$ cat src/i2c_pkg.sv
package i2c_pkg;
  // register byte addresses
  localparam logic [7:0] ctrl_addr = 8'h00;
  localparam logic [7:0] data_addr = 8'h04;
  localparam logic [7:0] status_addr = 8'h08;
  localparam logic [7:0] div_addr = 8'h0c;
  // control register fields
  localparam int ctrl_scl_bit = 0;
  localparam int ctrl_sda_bit = 1;
  localparam int ctrl_oe_bit = 2;
  localparam int ctrl_rx_bit = 3;
  localparam int ctrl_ack_bit = 4;
  localparam int ctrl_stop_bit = 5;
  localparam logic [5:0] ctrl_reset = 6'h07;
  // status register fields
  localparam int stat_busy_bit = 0;
  localparam int stat_end_bit = 1;
  localparam int stat_ackerr_bit = 2;
  // clock divider reset value, quarter-bit period in aclk cycles minus one
  localparam logic [15:0] div_reset = 16'h0019;
  localparam int frame_bits = 8;
  // bus responses
  localparam logic [1:0] resp_okay = 2'h0;
  localparam logic [1:0] resp_slverr = 2'h2;
  typedef enum logic [1:0] {st_idle, st_low, st_high, st_stop} phase_t;
endpackage : i2c_pkg

$ cat src/i2c_bit_engine.sv
`timescale 1ns/1ps
module i2c_bit_engine #(
  parameter int bits = 8
) (
  // clock and reset
  input wire logic aclk,
  input wire logic aresetn,
  // control
  input wire logic tick,
  input wire logic start,
  input wire logic stop_req,
  input wire logic rx_mode,
  input wire logic ack_en,
  input wire logic [bits-1:0] tx_byte,
  input wire logic sda_in,
  // results
  output logic busy,
  output logic done,
  output logic [bits-1:0] rx_byte,
  output logic ack_seen,
  output logic scl_low,
  output logic sda_low
);
  i2c_pkg::phase_t ph_q;
  logic [1:0] qtr_q;
  logic [3:0] cnt_q;
  logic [bits-1:0] sh_q;
  logic stop_q;
  wire last_slot = (cnt_q == 4'(bits));
  wire sda_bit = last_slot ? (rx_mode && ack_en) : (!rx_mode && !sh_q[bits-1]);
  always_ff @(posedge aclk) begin
    if (!aresetn) begin
      ph_q <= i2c_pkg::st_idle;
      qtr_q <= 2'h0;
      cnt_q <= 4'h0;
      sh_q <= '0;
      stop_q <= 1'b0;
      busy <= 1'b0;
      done <= 1'b0;
      rx_byte <= '0;
      ack_seen <= 1'b0;
      scl_low <= 1'b0;
      sda_low <= 1'b0;
    end else begin
      done <= 1'b0;
      case (ph_q)
        i2c_pkg::st_idle: begin
          if (start) begin
            // frame starts with scl held low by software after start condition
            ph_q <= i2c_pkg::st_low;
            sh_q <= tx_byte;
            cnt_q <= 4'h0;
            qtr_q <= 2'h0;
            busy <= 1'b1;
            scl_low <= 1'b1;
          end else if (stop_req) begin
            ph_q <= i2c_pkg::st_stop;
            qtr_q <= 2'h0;
            busy <= 1'b1;
            stop_q <= 1'b0;
            scl_low <= 1'b1;
            sda_low <= 1'b1;
          end
        end
        i2c_pkg::st_low: if (tick) begin
          qtr_q <= qtr_q + 2'h1;
          if (qtr_q == 2'h0) sda_low <= sda_bit;
          if (qtr_q == 2'h1) begin
            scl_low <= 1'b0;
            ph_q <= i2c_pkg::st_high;
            qtr_q <= 2'h0;
          end
        end
        i2c_pkg::st_high: if (tick) begin
          qtr_q <= qtr_q + 2'h1;
          if (qtr_q == 2'h0) begin
            if (last_slot) ack_seen <= !sda_in;
            else sh_q <= {sh_q[bits-2:0], sda_in};
          end
          if (qtr_q == 2'h1) begin
            scl_low <= 1'b1;
            qtr_q <= 2'h0;
            if (last_slot) begin
              ph_q <= i2c_pkg::st_idle;
              busy <= 1'b0;
              done <= 1'b1;
              rx_byte <= sh_q;
              sda_low <= 1'b0;
            end else begin
              cnt_q <= cnt_q + 4'h1;
              ph_q <= i2c_pkg::st_low;
            end
          end
        end
        i2c_pkg::st_stop: if (tick) begin
          // scl released, then sda released while scl high
          qtr_q <= qtr_q + 2'h1;
          if (qtr_q == 2'h1) scl_low <= 1'b0;
          if (qtr_q == 2'h3) begin
            sda_low <= 1'b0;
            ph_q <= i2c_pkg::st_idle;
            busy <= 1'b0;
            done <= 1'b1;
          end
        end
        default: ph_q <= i2c_pkg::st_idle;
      endcase
    end
  end
endmodule : i2c_bit_engine

$ cat src/simplified_i2c_channel.sv
`timescale 1ns/1ps
module simplified_i2c_channel #(
  parameter int bits = i2c_pkg::frame_bits
) (
  // clock and reset
  input wire logic aclk,
  input wire logic aresetn,
  // axi4-lite write address
  input wire logic [7:0] s_axi_awaddr,
  input wire logic s_axi_awvalid,
  output logic s_axi_awready,
  // axi4-lite write data
  input wire logic [31:0] s_axi_wdata,
  input wire logic [3:0] s_axi_wstrb,
  input wire logic s_axi_wvalid,
  output logic s_axi_wready,
  // axi4-lite write response
  output logic [1:0] s_axi_bresp,
  output logic s_axi_bvalid,
  input wire logic s_axi_bready,
  // axi4-lite read address
  input wire logic [7:0] s_axi_araddr,
  input wire logic s_axi_arvalid,
  output logic s_axi_arready,
  // axi4-lite read data
  output logic [31:0] s_axi_rdata,
  output logic [1:0] s_axi_rresp,
  output logic s_axi_rvalid,
  input wire logic s_axi_rready,
  // i2c pins, open drain
  input wire logic scl_i,
  output logic scl_o,
  output logic scl_oe,
  input wire logic sda_i,
  output logic sda_o,
  output logic sda_oe,
  // interrupt
  output logic transfer_end_interrupt
);
  // registers
  logic [5:0] ctrl_q;
  logic [bits-1:0] tx_q;
  logic [15:0] div_q;
  logic ack_error_flag_q;
  logic end_q;
  logic [15:0] divcnt_q;
  logic tick_q;
  logic [1:0] sda_sync_q;
  logic [1:0] scl_sync_q;
  logic go_q;
  logic stop_go_q;
  // write channel capture
  logic aw_have_q;
  logic w_have_q;
  logic [7:0] aw_q;
  logic [31:0] w_q;
  logic [3:0] ws_q;
  // engine wires
  logic eng_busy;
  logic eng_done;
  logic [bits-1:0] eng_rx;
  logic eng_ack;
  logic eng_scl_low;
  logic eng_sda_low;

  wire wr_fire = aw_have_q && w_have_q && !s_axi_bvalid;
  wire wr_ctrl = wr_fire && (aw_q == i2c_pkg::ctrl_addr);
  wire wr_data = wr_fire && (aw_q == i2c_pkg::data_addr);
  wire wr_stat = wr_fire && (aw_q == i2c_pkg::status_addr);
  wire wr_div = wr_fire && (aw_q == i2c_pkg::div_addr);
  wire wr_ok = wr_ctrl || wr_data || wr_stat || wr_div;
  wire rd_fire = s_axi_arvalid && s_axi_arready;
  wire rx_mode = ctrl_q[i2c_pkg::ctrl_rx_bit];
  // ack driven only while software keeps the data output enabled
  wire ack_drive = ctrl_q[i2c_pkg::ctrl_ack_bit] && ctrl_q[i2c_pkg::ctrl_oe_bit];
  wire [31:0] status_word = {29'h0, ack_error_flag_q, end_q, eng_busy};
  wire [31:0] rd_word =
    (s_axi_araddr == i2c_pkg::ctrl_addr) ? {26'h0, ctrl_q} :
    (s_axi_araddr == i2c_pkg::data_addr) ? {{(32-bits){1'b0}}, eng_rx} :
    (s_axi_araddr == i2c_pkg::status_addr) ? status_word :
    (s_axi_araddr == i2c_pkg::div_addr) ? {16'h0, div_q} : 32'h0;
  wire rd_ok = (s_axi_araddr == i2c_pkg::ctrl_addr) || (s_axi_araddr == i2c_pkg::data_addr)
    || (s_axi_araddr == i2c_pkg::status_addr) || (s_axi_araddr == i2c_pkg::div_addr);
  // a transmit ack slot left high is an ack error
  wire ack_fail = eng_done && !rx_mode && !eng_ack && go_q;
  // software lines override the engine only when idle, forming start and stop
  // the stop command rewrites ctrl to the idle levels, so the engine must own the lines
  // from that write on, or both would be released at once ahead of the stop sequence
  wire eng_own = eng_busy || stop_go_q;
  wire scl_drive_low = eng_own ? eng_scl_low : !ctrl_q[i2c_pkg::ctrl_scl_bit];
  wire sda_drive_low = eng_own ? eng_sda_low
    : (ctrl_q[i2c_pkg::ctrl_oe_bit] && !ctrl_q[i2c_pkg::ctrl_sda_bit]);

  // write address and data accepted in either order
  always_ff @(posedge aclk) begin
    if (!aresetn) begin
      aw_have_q <= 1'b0;
      w_have_q <= 1'b0;
      aw_q <= 8'h00;
      w_q <= 32'h0;
      ws_q <= 4'h0;
      s_axi_bvalid <= 1'b0;
      s_axi_bresp <= i2c_pkg::resp_okay;
    end else begin
      if (s_axi_awvalid && s_axi_awready) begin
        aw_have_q <= 1'b1;
        aw_q <= s_axi_awaddr;
      end
      if (s_axi_wvalid && s_axi_wready) begin
        w_have_q <= 1'b1;
        w_q <= s_axi_wdata;
        ws_q <= s_axi_wstrb;
      end
      if (wr_fire) begin
        aw_have_q <= 1'b0;
        w_have_q <= 1'b0;
        s_axi_bvalid <= 1'b1;
        s_axi_bresp <= wr_ok ? i2c_pkg::resp_okay : i2c_pkg::resp_slverr;
      end else if (s_axi_bready) begin
        s_axi_bvalid <= 1'b0;
      end
    end
  end

  always_ff @(posedge aclk) begin
    if (!aresetn) begin
      s_axi_awready <= 1'b0;
      s_axi_wready <= 1'b0;
      s_axi_arready <= 1'b0;
    end else begin
      s_axi_awready <= !aw_have_q && !(s_axi_awvalid && s_axi_awready) && !s_axi_bvalid;
      s_axi_wready <= !w_have_q && !(s_axi_wvalid && s_axi_wready) && !s_axi_bvalid;
      s_axi_arready <= !s_axi_arready && !s_axi_rvalid && s_axi_arvalid;
    end
  end

  always_ff @(posedge aclk) begin
    if (!aresetn) begin
      s_axi_rvalid <= 1'b0;
      s_axi_rdata <= 32'h0;
      s_axi_rresp <= i2c_pkg::resp_okay;
    end else if (rd_fire) begin
      s_axi_rvalid <= 1'b1;
      s_axi_rdata <= rd_word;
      s_axi_rresp <= rd_ok ? i2c_pkg::resp_okay : i2c_pkg::resp_slverr;
    end else if (s_axi_rready) begin
      s_axi_rvalid <= 1'b0;
    end
  end

  // control, data and divider registers
  always_ff @(posedge aclk) begin
    if (!aresetn) begin
      ctrl_q <= i2c_pkg::ctrl_reset;
      tx_q <= '0;
      div_q <= i2c_pkg::div_reset;
      go_q <= 1'b0;
      stop_go_q <= 1'b0;
    end else begin
      go_q <= go_q && !eng_done;
      stop_go_q <= 1'b0;
      if (wr_ctrl && ws_q[0]) begin
        // stop bit is a self-clearing command
        ctrl_q <= {1'b0, w_q[4:0]};
        stop_go_q <= w_q[i2c_pkg::ctrl_stop_bit] && !eng_busy;
      end
      // writing data starts one frame: address, transmit or receive
      if (wr_data && ws_q[0] && !eng_busy) begin
        tx_q <= rx_mode ? {bits{1'b1}} : w_q[bits-1:0];
        go_q <= 1'b1;
      end
      if (wr_div && ws_q[0]) div_q[7:0] <= w_q[7:0];
      if (wr_div && ws_q[1]) div_q[15:8] <= w_q[15:8];
    end
  end

  // status flags, the hardware set wins over a software clear
  always_ff @(posedge aclk) begin
    if (!aresetn) begin
      ack_error_flag_q <= 1'b0;
      end_q <= 1'b0;
    end else begin
      if (ack_fail) ack_error_flag_q <= 1'b1;
      else if (wr_stat && ws_q[0] && w_q[i2c_pkg::stat_ackerr_bit]) ack_error_flag_q <= 1'b0;
      if (eng_done) end_q <= 1'b1;
      else if (wr_stat && ws_q[0] && w_q[i2c_pkg::stat_end_bit]) end_q <= 1'b0;
    end
  end

  // quarter-bit tick divider
  always_ff @(posedge aclk) begin
    if (!aresetn) begin
      divcnt_q <= 16'h0;
      tick_q <= 1'b0;
    end else begin
      tick_q <= 1'b0;
      if (divcnt_q >= div_q) begin
        divcnt_q <= 16'h0;
        tick_q <= 1'b1;
      end else begin
        divcnt_q <= divcnt_q + 16'h1;
      end
    end
  end

  // pins synchronised; scl only observed, stretching is not detected
  always_ff @(posedge aclk) begin
    if (!aresetn) begin
      sda_sync_q <= 2'b11;
      scl_sync_q <= 2'b11;
    end else begin
      sda_sync_q <= {sda_sync_q[0], sda_i};
      scl_sync_q <= {scl_sync_q[0], scl_i};
    end
  end

  // open-drain pins: output is always low, enable pulls the wire
  always_ff @(posedge aclk) begin
    if (!aresetn) begin
      scl_o <= 1'b0;
      sda_o <= 1'b0;
      scl_oe <= 1'b0;
      sda_oe <= 1'b0;
      transfer_end_interrupt <= 1'b0;
    end else begin
      scl_o <= 1'b0;
      sda_o <= 1'b0;
      scl_oe <= scl_drive_low;
      sda_oe <= sda_drive_low;
      transfer_end_interrupt <= eng_done;
    end
  end

  logic launched_q;
  always_ff @(posedge aclk) begin
    if (!aresetn) launched_q <= 1'b0;
    else launched_q <= go_q && !eng_done;
  end

  i2c_bit_engine #(.bits(bits)) u_engine (
    .aclk(aclk),
    .aresetn(aresetn),
    .tick(tick_q),
    .start(go_q && !launched_q),
    .stop_req(stop_go_q),
    .rx_mode(rx_mode),
    .ack_en(ack_drive),
    .tx_byte(tx_q),
    .sda_in(sda_sync_q[1]),
    .busy(eng_busy),
    .done(eng_done),
    .rx_byte(eng_rx),
    .ack_seen(eng_ack),
    .scl_low(eng_scl_low),
    .sda_low(eng_sda_low)
  );
endmodule : simplified_i2c_channel

$ cat config.mk
export PLATFORM = sky130hd
export DESIGN_NAME = simplified_i2c_channel
export DESIGN_NICKNAME = d
export VERILOG_FILES = /design/src/i2c_pkg.sv /design/src/i2c_bit_engine.sv /design/src/simplified_i2c_channel.sv
export SDC_FILE = /design/constraint.sdc
export NUM_CORES = 1
export LEC_CHECK = 0
export BUFFER_PORTS_ARGS = -buffer_cell sky130_fd_sc_hd__buf_2
export CAP_MARGIN = 0
export CORE_MARGIN = 2
export CORE_UTILIZATION = 60
export DETAILED_ROUTE_END_ITERATION = 7
export PLACE_DENSITY_LB_ADDON = 0.3
export SETUP_SLACK_MARGIN = 0.5
export SLEW_MARGIN = 20
export SYNTH_ARGS = -nofsm -noshare
export SYNTH_HDL_FRONTEND = slang
export SYNTH_SLANG_ARGS = --single-unit
$ cat constraint.sdc
create_clock -name aclk -period 6.4 [get_ports aclk]
set_input_delay 0.96 -clock aclk [delete_from_list [all_inputs] [get_ports aclk]]
set_output_delay 0.96 -clock aclk [all_outputs]
set_load 0.03 [all_outputs]
==> impl_metrics.ini <==
[placement]
place.gp.congestion = 0.855
dp_slack_ns = 3.29
port_buffers = 67
place_hpwl_um = 9390
dp.cells = 854

[synthesis]
ys.warnings.count = 0
syn_area_per_cell_um2 = 8.94
ys_types = 59
yosysMostFrequentCell = dfxtp_1
ys_seq_area_share_pct = 44.6
syn_area_mm2 = 0.00611
synthTopCellsByArea = dfxtp_1 45%, mux2i_1 6.9%, nor2_1 6.0%
yosysTopAreaCell = dfxtp_1
ys_seq_elements = 136
async_reset_ff_share_pct = 0
synth_common_cells = 136 x dfxtp_1, 97 x nor2_1, 85 x nand2_1, 42 x mux2i_1, 37 x a21oi_1
synth_flop_cell = dfxtp_1
synth_edf_count = 0
synthesis.instances = 683
synth_top_area_share_pct = 44.6

[clock_tree]
cts_setup_buffers = 0
cts_tree = yes
cts.sinks = 136
htreeDepth = 4
cts_hold_buffers = 0
clockBufferDepth = 2
cts.clk_slew.worst_paths_ns = 0.06
insertion_delay_ns = 0.53
post_cts_resized = 0
clockRootBuffer = clkbuf_8
numCtsBuffers = 17

[die]
rows = 36
coreArea_mm2 = 0.00982
die_area_mm2 = 0.0110
fp.dieH_um = 105
dieWidth_um = 105
io_pins = 107
start_util_pct = 62.2

[routing]
vias_per_cell = 5.57
totalWireLength_um = 13700
drt_iter0_drc = 241
vias = 4928
post_drt_wl_per_cell_um = 15.5
firstDrtPassIters = 5
drc = 0
ant_nets = 0

[timing]
maxSlewViolCount = 0
fin_crit_sh_pct = 44.8
max_freq_mhz = 349
setup_viol_count_final = 0
worstMarginPinSlew_ns = 0.983
clock-skew-final_ns = 0.00699
setup_tns_ns = 0
slew_headroom_pct = 34.2
hold_violations = 0
rsz0062_at_grt = no
finalCriticalPeriod_ns = 2.87
setup_slack_ns = 3.53

[finish]
diodes = 0
nNetsFinal = 830
syn2layout_area_growth_pct = 15.6
drive_gt1_share_pct = 15.6
stdcell_count = 885

[power_and_ir_drop]
p_sw_uw = 566
max-vdd-ir-drop_mv = 0.238
switching_share_pct = 25.4
leakage_nw = 2.91
seqPwrFrac_pct = 41.2
p_per_area_mw_per_mm2 = 316
pwr-share-comb_pct = 12.3
p_int_mw = 1.67
p_clk_share_pct = 46.5

[setup_path]
startpoint = u_engine.ph_q[0]
path_max_fanout = 21
criticalPathCategory = reg2reg
crit_path_start_kind = flop
cp-end-kind = flop
r2r-start = u_engine.ph_q[0]
required_ns = 6.83
rrSetupSlack_ns = 3.53
cp_data_arrival_time_ns = 3.30

[run_status]
status = completed

[global_route]
grt_pass1_wl_um = 22700
grt_max_degree = 69
grt_pass1_vias = 4785
overflow = 0
track_usage_pct = 25.9
antenna_found_initial = 0

[min_path]
worstHoldPathType = reg2reg
hold_start = sda_sync_q[0]

[flow_run]
cap_violations = 0
final cells by class:
cell class	count	area (um^2)
fillers	745	2760
clock inverters	12	200
well taps	133	166
multi-input cells	486	3080
clock buffers	19	432
repair buffers	68	343
flip-flops and latches	136	2720
inverters	31	116
critical path, stage by stage (launching register included):
cell      delay [ns]
dfxtp_1         0.34
inv_1           0.14
ha_1            0.81
nor2_1          0.07
a21oi_1         0.36
a21boi_2        0.68
nor2_1          0.11
a211oi_1        0.26
power by group through the flow:
| stage | sequential [mW] | combinational (mW) | clock, mW |
|---|---|---|---|
| after floorplan | 0.933 | 0.216 | 0 |
| after global placement | 0.936 | 0.258 | 0 |
| after detailed placement | 0.938 | 0.269 | 0 |
| after CTS | 0.920 | 0.272 | 1.04 |
| after global routing | 0.925 | 0.306 | 1.09 |
| final | 0.920 | 0.275 | 1.04 |
routing by layer:
layer  part of all wire, %  GRT usage, %  vias to the layer above
li1                      -             -                     2435
met1                    42          30.7                     2315
met2                    50          45.5                      151
met3                   5.5          5.99                       27
met4                   2.0          9.81                        0
met5                     0             0                        -
metrics by stage:
| step | hold WS [ns] | utilization (%) | area, um^2 | total power, mW |
|---|---|---|---|---|
| after floorplan | 0.386 | - | 6180 | 1.15 |
| after global placement | 0.395 | 65.4 | 6420 | 1.19 |
| after detailed placement | 0.405 | 65.4 | 6420 | 1.21 |
| after CTS | 0.418 | 71.8 | 7050 | 2.23 |
| after global routing | 0.422 | 71.9 | 7060 | 2.32 |
| final | 0.411 | 71.9 | 7060 | 2.23 |
logic make-up (layout without fill, tap and decap cells):
family,Yosys count,in the layout,synth area share (%)
buf+inv,80,130,6.29
xor+xnor,16,16,2.29
other cells,1,20,0.0614
flops,136,136,44.6
simple gates,258,258,20.0
compound gates,116,116,12.5
mux,47,47,8.36
fa+ha+maj,29,29,5.94
worst paths after layout:
kind                      endpoint  cells after the start
setup reg to reg  u_engine.sh_q[7]                      7
hold reg to reg      sda_sync_q[1]                      1
setup / recovery  u_engine.sh_q[7]                      7
hold / removal       sda_sync_q[1]                      1
placed cells by master (no fill, tap or decap), types with 3 or more instances in the layout:
master,instances
dfxtp_1,136
bufinv_16,5
and3_1,3
a31oi_1,4
nor2_1,97
a21boi_0,5
buf_2,67
nand2b_1,6
nor2b_1,7
xor2_1,10
mux2i_1,42
xnor2_1,6
clkbuf_16,16
ha_1,29
a211oi_1,18
nand4_1,8
mux4_2,3
nand2_1,85
clkinvlp_4,3
o21a_1,3
a22oi_1,14
nand3_1,11
inv_1,30
o211ai_1,3
conb_1,20
or3_1,4
nor3_1,7
a21oi_1,37
o21ai_0,13
and2_1,7
and4_1,4
flip-flops by register name, indices dropped and copies added (netlist names), 2 cells and up:
signal	flops
div_q	16
divcnt_q	16
s_axi_rdata	16
w_q	16
aw_q	8
tx_q	8
u_engine.rx_byte	8
u_engine.sh_q	8
ctrl_q	5
u_engine.cnt_q	4
sda_sync_q	2
u_engine.ph_q	2
u_engine.qtr_q	2
ws_q	2
Note: power is estimated with default switching activity, not from simulation.
